### config.mk
export PLATFORM = sky130hd
export DESIGN_NAME = cdcb_bank
export DESIGN_NICKNAME = d
export VERILOG_FILES = /design/src/design/cdcb_pkg.sv /design/src/design/cdcb_bank.sv
export VERILOG_INCLUDE_DIRS = /design/src /design/src/design
export SDC_FILE = /design/constraint.sdc
export NUM_CORES = 1
export LEC_CHECK = 0
export BUFFER_PORTS_ARGS = -buffer_cell sky130_fd_sc_hd__clkbuf_2
export CAP_MARGIN = 10
export CELL_PAD_IN_SITES_DETAIL_PLACEMENT = 0
export CELL_PAD_IN_SITES_GLOBAL_PLACEMENT = 2
export CORE_ASPECT_RATIO = 0.5
export CORE_MARGIN = 2
export CORE_UTILIZATION = 39
export DETAILED_ROUTE_END_ITERATION = 10
export PLACE_DENSITY = 0.95
export SLEW_MARGIN = 5
export SYNTH_ARGS = -nofsm -noshare
export SYNTH_HDL_FRONTEND = slang
export SYNTH_SLANG_ARGS = --single-unit
### constraint.sdc
create_clock -name CLOCK_IN -period 4.9 [get_ports CLOCK_IN]
set_input_delay 0.735 -clock CLOCK_IN [delete_from_list [all_inputs] [get_ports CLOCK_IN]]
set_output_delay 0.735 -clock CLOCK_IN [all_outputs]
set_load 0.05 [all_outputs]
### src/design/cdcb_defs.svh
// offsets, field positions, reset values and timing constants of the clock config bank
`ifndef CDCB_DEFS_SVH
`define CDCB_DEFS_SVH
// ----------------------------------------------------------------------------
// register indices (byte address = 4 * index)
// ----------------------------------------------------------------------------
`define CDCB_IDX_LEVEL 4'h9
`define CDCB_IDX_LOCK 4'hb
`define CDCB_IDX_FILTER 4'hd
`define CDCB_IDX_REFGLB 4'he
`define CDCB_IDX_FBDIV 4'hf
`define CDCB_IDX_STATUS 5'h10
// ----------------------------------------------------------------------------
// field positions
// ----------------------------------------------------------------------------
`define CDCB_SOFT_RESET_BIT 31
`define CDCB_CH_ENABLE_BIT 16
`define CDCB_BOOST_BIT 16
`define CDCB_PRESCALE_BIT 15
`define CDCB_AUX_EN_BIT 28
`define CDCB_GLOBAL_EN_BIT 27
`define CDCB_SLEEP_BIT 26
// ----------------------------------------------------------------------------
// reset values
// ----------------------------------------------------------------------------
`define CDCB_RST_PATH 2'h0
`define CDCB_RST_DIV 8'h01
`define CDCB_RST_DLY 4'h0
`define CDCB_RST_REF_FREQ 8'h0a
`define CDCB_RST_REF_DIV 12'h00a
`define CDCB_RST_OSC_DIV 4'h2
`define CDCB_RST_FB_DIV 18'h002f8
`define CDCB_DLY_STEP_PS 150
// ----------------------------------------------------------------------------
// timing
// ----------------------------------------------------------------------------
`define CDCB_CLK_PERIOD_NS 4
`define CDCB_CAL_TIME_NS 400
`define CDCB_CAL_CYCLES (`CDCB_CAL_TIME_NS / `CDCB_CLK_PERIOD_NS)
`endif

### src/design/cdcb_pkg.sv
// types shared by the clock config bank
package cdcb_pkg;
  // per-output channel settings
  typedef struct packed {
    logic [1:0] output_path_select;
    logic output_channel_enable;
    logic [7:0] output_divider_code;
    logic [3:0] output_delay_code;
  } cdcb_chan_type;
  // path select encodings
  typedef enum logic [1:0] {
    CDCB_BYPASS = 2'h0,
    CDCB_DIVIDED = 2'h1,
    CDCB_DELAYED = 2'h2,
    CDCB_DIV_DLY = 2'h3
  } cdcb_path_type;
  // effective per-output drive to the analog channel
  typedef struct packed {
    logic driven;
    logic use_divider;
    logic use_delay;
    logic [8:0] divide_ratio;
    logic [11:0] delay_ps;
  } cdcb_drive_type;
endpackage : cdcb_pkg

### src/design/cdcb_bank.sv
// apb register bank configuring the clock distribution outputs
// ----------------------------------------------------------------------------
// Notes on behaviour
// - reset bit in channel zero restores defaults
// - reset write ignores other channel zero fields
// - path select picks bypass, divide, delay, both
// - divider used only in divided modes
// - divide ratio is twice the code
// - total ratio is oscillator times output ratio
// - delay used only in delayed modes
// - delay is code times 150 ps
// - output needs own, global bit and pin
// - channels start disabled, bypass, divide two
// - boost bit defaults to normal level
// - reference frequency field resets to ten
// - filter selects hold three fields, reset zero
// - aux enable, global enable, sleep bits
// - lock pin select and reference divider
// - prescale divides lock detect input by four
// - sleep gates channel drives, boost, aux enable and lock tick; calibration timer keeps running
// - feedback register write starts calibration
// ----------------------------------------------------------------------------
`include "cdcb_defs.svh"

module cdcb_bank (
  input wire logic CLOCK_IN, // 250 mhz clock
  input wire logic RESET_N_IN, // async reset, active low
  input wire logic PSEL_IN, // apb select
  input wire logic PENABLE_IN, // apb access phase
  input wire logic PWRITE_IN, // apb direction
  input wire logic [6:0] PADDR_IN, // apb byte address
  input wire logic [31:0] PWDATA_IN, // apb write data
  input wire logic GLOBAL_OUTPUT_ENABLE_PIN_IN, // output enable pin, high or open
  input wire logic LOCK_DETECT_CLK_IN, // phase detector rate enable pulse
  output logic [31:0] PRDATA_OUT, // apb read data
  output logic PREADY_OUT, // apb ready
  output logic PSLVERR_OUT, // apb error on unmapped address
  output cdcb_pkg::cdcb_drive_type [7:0] CHANNEL_DRIVE_OUT, // per output drive
  output logic [4:0] TOTAL_RATIO_SCALE_OUT, // oscillator divider for total ratio
  output logic OUTPUT_BOOST_OUT, // boosted output level
  output logic LOCK_DETECT_TICK_OUT, // pulse feeding digital lock detect
  output logic AUX_OUTPUT_ENABLE_OUT, // aux oscillator output enable
  output logic DEVICE_SLEEP_OUT, // device sleep; drives, boost, aux enable and lock tick gated
  output logic [3:0] LOCK_PIN_SELECT_OUT, // lock status pin function
  output logic [11:0] REFERENCE_DIVIDER_OUT, // reference divider value
  output logic [7:0] REFERENCE_FREQ_MHZ_OUT, // reference frequency in mhz
  output logic [9:0] LOOP_FILTER_OUT, // r4, r3, capacitor selects
  output logic [1:0] CHARGE_PUMP_GAIN_OUT, // charge pump gain
  output logic [17:0] FEEDBACK_DIVIDER_OUT, // feedback divider value
  output logic CALIBRATION_BUSY_OUT // frequency calibration running
);
  import cdcb_pkg::*;

  // ----------------------------------------------------------------------------
  // register storage
  // ----------------------------------------------------------------------------
  cdcb_chan_type chan [8];
  logic output_boost;
  logic lock_detect_prescale;
  logic [7:0] reference_freq_mhz;
  logic [2:0] filter_resistor_four_sel;
  logic [2:0] filter_resistor_three_sel;
  logic [3:0] filter_capacitor_sel;
  logic aux_output_enable;
  logic global_output_enable;
  logic device_sleep;
  logic [3:0] lock_pin_select;
  logic [11:0] reference_divider;
  logic [1:0] charge_pump_gain;
  logic [3:0] oscillator_divider;
  logic [17:0] feedback_divider;
  logic [8:0] cal_count;
  logic [1:0] prescale_count;

  // ----------------------------------------------------------------------------
  // apb decode
  // ----------------------------------------------------------------------------
  logic [4:0] reg_index;
  logic addr_valid;
  logic access;
  logic wr_en;
  logic soft_reset;
  logic [31:0] rd_mux;
  logic [31:0] w;

  assign reg_index = PADDR_IN[6:2];
  assign w = PWDATA_IN;
  // mapped: channels, level, lock, filter, refglb, fbdiv, status, word aligned
  always_comb
  begin
    addr_valid = (PADDR_IN[1:0] == 2'h0) &&
                 ((reg_index < 5'h08) ||
                  (reg_index == {1'b0, `CDCB_IDX_LEVEL}) ||
                  (reg_index == {1'b0, `CDCB_IDX_LOCK}) ||
                  (reg_index == {1'b0, `CDCB_IDX_FILTER}) ||
                  (reg_index == {1'b0, `CDCB_IDX_REFGLB}) ||
                  (reg_index == {1'b0, `CDCB_IDX_FBDIV}) ||
                  (reg_index == `CDCB_IDX_STATUS));
  end

  // zero wait state slave
  assign access = PSEL_IN && PENABLE_IN;
  assign PREADY_OUT = 1'b1;
  assign PSLVERR_OUT = access && !addr_valid;
  assign wr_en = access && PWRITE_IN && addr_valid;
  // reset bit set in a channel zero write overrides everything else
  assign soft_reset = wr_en && (reg_index == 5'h00) && w[`CDCB_SOFT_RESET_BIT];

  // ----------------------------------------------------------------------------
  // channel registers, one per output
  // ----------------------------------------------------------------------------
  genvar g;
  generate
    for (g = 0; g < 8; g = g + 1)
    begin : gen_chan
      // fields hold until rewritten or reset; reset write loads defaults only
      always_ff @(posedge CLOCK_IN or negedge RESET_N_IN)
      begin
        if (!RESET_N_IN)
        begin
          chan[g] <= '{`CDCB_RST_PATH, 1'b0, `CDCB_RST_DIV, `CDCB_RST_DLY};
        end
        else if (soft_reset)
        begin
          chan[g] <= '{`CDCB_RST_PATH, 1'b0, `CDCB_RST_DIV, `CDCB_RST_DLY};
        end
        else if (wr_en && (reg_index == 5'(g)))
        begin
          chan[g] <= '{w[18:17], w[`CDCB_CH_ENABLE_BIT], w[15:8], w[7:4]};
        end
      end

      // effective path per output
      always_ff @(posedge CLOCK_IN or negedge RESET_N_IN)
      begin
        if (!RESET_N_IN)
        begin
          CHANNEL_DRIVE_OUT[g] <= '0;
        end
        else
        begin
          CHANNEL_DRIVE_OUT[g].driven <= chan[g].output_channel_enable &&
            global_output_enable && GLOBAL_OUTPUT_ENABLE_PIN_IN && !device_sleep;
          CHANNEL_DRIVE_OUT[g].use_divider <= chan[g].output_path_select[0];
          CHANNEL_DRIVE_OUT[g].use_delay <= chan[g].output_path_select[1];
          CHANNEL_DRIVE_OUT[g].divide_ratio <= chan[g].output_path_select[0] ?
            {chan[g].output_divider_code, 1'b0} : 9'h001;
          CHANNEL_DRIVE_OUT[g].delay_ps <= chan[g].output_path_select[1] ?
            12'(chan[g].output_delay_code * `CDCB_DLY_STEP_PS) : 12'h000;
        end
      end
    end
  endgenerate

  // ----------------------------------------------------------------------------
  // global registers
  // ----------------------------------------------------------------------------
  // level, lock detect prescale and loop filter
  always_ff @(posedge CLOCK_IN or negedge RESET_N_IN)
  begin
    if (!RESET_N_IN)
    begin
      output_boost <= 1'b0;
      lock_detect_prescale <= 1'b0;
      reference_freq_mhz <= `CDCB_RST_REF_FREQ;
      filter_resistor_four_sel <= 3'h0;
      filter_resistor_three_sel <= 3'h0;
      filter_capacitor_sel <= 4'h0;
    end
    else if (soft_reset)
    begin
      output_boost <= 1'b0;
      lock_detect_prescale <= 1'b0;
      reference_freq_mhz <= `CDCB_RST_REF_FREQ;
      filter_resistor_four_sel <= 3'h0;
      filter_resistor_three_sel <= 3'h0;
      filter_capacitor_sel <= 4'h0;
    end
    else if (wr_en)
    begin
      if (reg_index == {1'b0, `CDCB_IDX_LEVEL})
      begin
        output_boost <= w[`CDCB_BOOST_BIT];
      end
      if (reg_index == {1'b0, `CDCB_IDX_LOCK})
      begin
        lock_detect_prescale <= w[`CDCB_PRESCALE_BIT];
      end
      if (reg_index == {1'b0, `CDCB_IDX_FILTER})
      begin
        reference_freq_mhz <= w[21:14];
        filter_resistor_four_sel <= w[13:11];
        filter_resistor_three_sel <= w[10:8];
        filter_capacitor_sel <= w[7:4];
      end
    end
  end

  // reference and global control
  always_ff @(posedge CLOCK_IN or negedge RESET_N_IN)
  begin
    if (!RESET_N_IN)
    begin
      aux_output_enable <= 1'b0;
      global_output_enable <= 1'b1;
      device_sleep <= 1'b0;
      lock_pin_select <= 4'h0;
      reference_divider <= `CDCB_RST_REF_DIV;
    end
    else if (soft_reset)
    begin
      aux_output_enable <= 1'b0;
      global_output_enable <= 1'b1;
      device_sleep <= 1'b0;
      lock_pin_select <= 4'h0;
      reference_divider <= `CDCB_RST_REF_DIV;
    end
    else if (wr_en && (reg_index == {1'b0, `CDCB_IDX_REFGLB}))
    begin
      aux_output_enable <= w[`CDCB_AUX_EN_BIT];
      global_output_enable <= w[`CDCB_GLOBAL_EN_BIT];
      device_sleep <= w[`CDCB_SLEEP_BIT];
      lock_pin_select <= w[23:20];
      reference_divider <= w[19:8];
    end
  end

  // feedback and oscillator dividers
  always_ff @(posedge CLOCK_IN or negedge RESET_N_IN)
  begin
    if (!RESET_N_IN)
    begin
      charge_pump_gain <= 2'h0;
      oscillator_divider <= `CDCB_RST_OSC_DIV;
      feedback_divider <= `CDCB_RST_FB_DIV;
    end
    else if (soft_reset)
    begin
      charge_pump_gain <= 2'h0;
      oscillator_divider <= `CDCB_RST_OSC_DIV;
      feedback_divider <= `CDCB_RST_FB_DIV;
    end
    else if (wr_en && (reg_index == {1'b0, `CDCB_IDX_FBDIV}))
    begin
      charge_pump_gain <= w[31:30];
      oscillator_divider <= w[29:26];
      feedback_divider <= w[25:8];
    end
  end

  // ----------------------------------------------------------------------------
  // calibration timer and lock detect prescaler
  // ----------------------------------------------------------------------------
  // every feedback write restarts the calibration window
  always_ff @(posedge CLOCK_IN or negedge RESET_N_IN)
  begin
    if (!RESET_N_IN)
    begin
      cal_count <= 9'h000;
    end
    else if (wr_en && (reg_index == {1'b0, `CDCB_IDX_FBDIV}) && !soft_reset)
    begin
      cal_count <= 9'(`CDCB_CAL_CYCLES);
    end
    else if (soft_reset)
    begin
      cal_count <= 9'h000;
    end
    else if (cal_count != 9'h000)
    begin
      cal_count <= cal_count - 9'h001;
    end
  end

  // divide lock detect ticks by four when prescale is set
  always_ff @(posedge CLOCK_IN or negedge RESET_N_IN)
  begin
    if (!RESET_N_IN)
    begin
      prescale_count <= 2'h0;
      LOCK_DETECT_TICK_OUT <= 1'b0;
    end
    else
    begin
      if (LOCK_DETECT_CLK_IN)
      begin
        prescale_count <= prescale_count + 2'h1;
      end
      LOCK_DETECT_TICK_OUT <= LOCK_DETECT_CLK_IN && !device_sleep &&
        (!lock_detect_prescale || (prescale_count == 2'h3));
    end
  end

  // ----------------------------------------------------------------------------
  // outputs and read back
  // ----------------------------------------------------------------------------
  assign TOTAL_RATIO_SCALE_OUT = {1'b0, oscillator_divider};
  assign OUTPUT_BOOST_OUT = output_boost && !device_sleep;
  assign AUX_OUTPUT_ENABLE_OUT = aux_output_enable && !device_sleep;
  assign DEVICE_SLEEP_OUT = device_sleep;
  assign LOCK_PIN_SELECT_OUT = lock_pin_select;
  assign REFERENCE_DIVIDER_OUT = reference_divider;
  assign REFERENCE_FREQ_MHZ_OUT = reference_freq_mhz;
  assign LOOP_FILTER_OUT = {filter_resistor_four_sel, filter_resistor_three_sel,
                            filter_capacitor_sel};
  assign CHARGE_PUMP_GAIN_OUT = charge_pump_gain;
  assign FEEDBACK_DIVIDER_OUT = feedback_divider;
  assign CALIBRATION_BUSY_OUT = (cal_count != 9'h000);

  // read mux; reset bit always reads zero
  always_comb
  begin
    rd_mux = 32'h0000_0000;
    if (reg_index < 5'h08)
    begin
      rd_mux[18:17] = chan[reg_index[2:0]].output_path_select;
      rd_mux[16] = chan[reg_index[2:0]].output_channel_enable;
      rd_mux[15:8] = chan[reg_index[2:0]].output_divider_code;
      rd_mux[7:4] = chan[reg_index[2:0]].output_delay_code;
    end
    else if (reg_index == {1'b0, `CDCB_IDX_LEVEL})
    begin
      rd_mux[`CDCB_BOOST_BIT] = output_boost;
    end
    else if (reg_index == {1'b0, `CDCB_IDX_LOCK})
    begin
      rd_mux[`CDCB_PRESCALE_BIT] = lock_detect_prescale;
    end
    else if (reg_index == {1'b0, `CDCB_IDX_FILTER})
    begin
      rd_mux[21:4] = {reference_freq_mhz, filter_resistor_four_sel,
                      filter_resistor_three_sel, filter_capacitor_sel};
    end
    else if (reg_index == {1'b0, `CDCB_IDX_REFGLB})
    begin
      rd_mux[28:26] = {aux_output_enable, global_output_enable, device_sleep};
      rd_mux[23:8] = {lock_pin_select, reference_divider};
    end
    else if (reg_index == {1'b0, `CDCB_IDX_FBDIV})
    begin
      rd_mux[31:8] = {charge_pump_gain, oscillator_divider, feedback_divider};
    end
    else if (reg_index == `CDCB_IDX_STATUS)
    begin
      rd_mux[0] = CALIBRATION_BUSY_OUT;
    end
  end

  // read data registered for the access phase
  always_ff @(posedge CLOCK_IN or negedge RESET_N_IN)
  begin
    if (!RESET_N_IN)
    begin
      PRDATA_OUT <= 32'h0000_0000;
    end
    else if (PSEL_IN && !PENABLE_IN && !PWRITE_IN && addr_valid)
    begin
      PRDATA_OUT <= rd_mux;
    end
  end
endmodule : cdcb_bank

==> summary.md <==
| Metric | Value |
|---|---|
| I/O pin count | `336` |
| Area occupied by multi-input gates | `0.00823 mm2` |
| CP required | `4.16 ns` |
| Setup CP Type | `in2out` |
| Dpl hpwl | `37800 um` |
| Initial DRC count | `983` |
| Total grt overflow | `0` |
| Min Tclk post-route | `2.96 ns` |
| Crit start category | `primary input` |
| Largest net degree at the start of global routing | `112` |
| Layout area overhead | `18.4%` |
| Clock Skews | `0.0258 ns` |
| Post-DP Area | `0.0214 mm2` |
| Syn_area_per_cell | `11.0 um2` |
| Core area | `0.0486 mm2` |
| Post-CTS Resized | `0` |
| CTS max path bufs | `3` |
| WL final | `54400 um` |
| Post-synthesis instance area | `0.0193 mm2` |
| EDFF count, synth | `0` |
| Post-CTS setup buffer count | `0` |
| Routed via count | `13900` |
| Worst slew pin tran | `1.18 ns` |
| Most frequent cells in the layout | `dfrtp_1, clkbuf_2, nand2_1` |
| DRT antenna net count | `0` |
| Initial antenna violation count | `2` |
| Initial Util | `0.396` |
| Post-DR wirelength/cell | `20.0 um` |
| Max Cap Viol | `0` |
| Synth cell types | `65` |
| First-pass GRT wire length | `83500 um` |
| Cts bufs inserted | `40` |
| Non-filler cells, final | `2711` |
| PD cells | `329 mW/mm2` |
| DRC | `0` |
| PortBufs | `318` |
| Worst vdd ir | `0.184 mV` |
| Hold buffers post-CTS | `0` |
| Status | `completed` |
| Syn Inst Count | `1756` |
| Hold Vio Cnt, Final | `0` |
| Final max-slew violation count | `0` |
| Leakage | `12.5 nW` |
| Finished Core Util | `0.469` |
| Slew margin rel. | `0.210` |
| Filler Cell Count | `4579` |
| Gr usage total | `0.210` |
| CTS tree | `yes` |
| Placed cell count | `2635` |
| Final instance area | `0.0228 mm2` |
| Total die area | `0.0513 mm2` |
| Post-route clock period utilization | `0.603` |
| Reg area | `0.0102 mm2` |
| Synth Warn # | `0` |
| Share of layout cells above drive strength 1 | `0.229` |
| Primary FF master, synth | `dfrtp_1` |
| Worst Setup End Kind | `output pin` |
| Clock latency on the worst-skew pair | `0.57 ns` |
| Async S/R FF share, synth | `1.00` |
| H-tree levels | `2` |
| Hold Crit Class | `in2async` |
| Number of cell rows | `57` |
| Most common cell after layout, fill and taps aside | `dfrtp_1` |
| Nets | `2189` |
| Vias per cell | `5.14` |
| F_max | `338 MHz` |
| Sequential share of the synthesized area | `0.531` |
| GPL Wtd Cong | `0.807` |
| Post-synthesis register bit count | `408` |
| Drt first pass iters | `5` |
| CP arrival | `2.22 ns` |
| Setup tns final | `0 ns` |
| RSZ-0062 raised after global routing | `false` |
| Die Width | `318 um` |
| Final setup violation count | `0` |
| Clock tree sinks | `408` |
| Crit Path Max Fanout | `46` |
| Root buffer cell | `clkbuf_16` |
| Die H | `161 um` |
| Vias in the first global route | `13800` |
| Clk slew on worst S/H paths | `0.06 ns` |
[stage by stage]
step / total power [mW] / hold WS (ns) / setup slack, ns
after floorplan: 3.97 / 0.367 / 2.20
after global placement: 4.18 / 0.460 / 1.56
after detailed placement: 4.19 / 0.471 / 1.56
after CTS: 7.57 / 0.263 / 1.93
after global routing: 7.77 / 0.263 / 1.83
final: 7.50 / 0.191 / 1.94
[worst max-delay path, stage by stage]
cell	delay, ns
clkbuf_2	0.11
buf_4	0.51
a21oi_1	0.21
o21ai_0	0.27
a31oi_1	0.13
clkbuf_2	0.25
[synth_stat cells, types with 16 or more instances]
cell / instances / area (um2)
mux4_2: 22 / 495
o21ai_0: 87 / 435
nand3_1: 54 / 270
buf_2: 21 / 105
xor2_1: 20 / 175
a22o_1: 26 / 228
inv_1: 80 / 300
clkbuf_1: 74 / 278
nor3_1: 18 / 90.1
dfstp_2: 20 / 526
and2_1: 126 / 788
dfrtp_1: 388 / 9710
ha_1: 107 / 1340
buf_4: 17 / 128
mux2i_1: 120 / 1200
nor2_1: 123 / 462
nand2_1: 170 / 638
a21o_1: 16 / 120
a21oi_1: 72 / 360
[flip-flops by register name (all words and copies together), names as in the netlist, 2 cells and up]
name	count
FEEDBACK_DIVIDER_OUT	18
oscillator_divider	4
filter_capacitor_sel	4
REFERENCE_FREQ_MHZ_OUT	8
CHARGE_PUMP_GAIN_OUT	2
filter_resistor_four_sel	3
prescale_count	2
LOCK_PIN_SELECT_OUT	4
CHANNEL_DRIVE_OUT	184
filter_resistor_three_sel	3
PRDATA_OUT	29
REFERENCE_DIVIDER_OUT	12
chan	120
cal_count	9
[routing by layer]
layer | vias to the layer above | track usage | wire length, um
li1 | 6543 | - | -
met1 | 6939 | 0.268 | 22700
met2 | 351 | 0.355 | 26800
met3 | 98 | 0.0436 | 3010
met4 | 0 | 0.0784 | 1840
met5 | - | 0 | 0
[cell type report]
class | count | share of cell area
Tap cell | 649 | 0.0356
Clock buffer | 53 | 0.0478
Antenna cell | 2 | 0.000219
Inverter | 81 | 0.0133
Clock inverter | 21 | 0.0143
Timing Repair Buffer | 339 | 0.0789
Sequential cell | 408 | 0.449
Multi-Input combinational cell | 1158 | 0.361
[power breakdown]
part / internal (mW) / leakage, nW / switching (mW)
logic: 0.176 / 6.25 / 0.387
registers: 3.46 / 5.54 / 0.0990
clock network: 1.96 / 0.685 / 1.41
total: 5.60 / 12.5 / 1.90
[logic make-up after synthesis]
kind of cell    count (synthesis)  share of synthesized area
mux                           153                     0.0945
buf+inv                       201                     0.0442
xor+xnor                       28                     0.0127
fa+ha+maj                     115                     0.0778
compound gates                283                     0.0934
simple gates                  566                      0.146
flops                         408                      0.531
other cells                     2                   0.000390
[path summary, 6_finish.rpt]
check	start	to	slack, ns	cells after the start
min in group CLOCK_IN	LOCK_DETECT_CLK_IN	prescale_count[0]$_DFFE_PN0P_	0.39	2
setup reg to reg	chan[77]$_DFFE_PN0P_	CHANNEL_DRIVE_OUT[57]$_DFF_PN0_	2.03	10
max in group asynchronous	RESET_N_IN	CHANNEL_DRIVE_OUT[179]$_DFF_PN0_	3.48	2
hold / removal	RESET_N_IN	CHANNEL_DRIVE_OUT[50]$_DFF_PN0_	0.19	1
setup / recovery	PADDR_IN[3]	PSLVERR_OUT	1.94	6
hold reg to reg	PRDATA_OUT[23]$_DFFE_PN0P_	PRDATA_OUT[23]$_DFFE_PN0P_	0.48	2
Power figures use the tool's default switching activity.
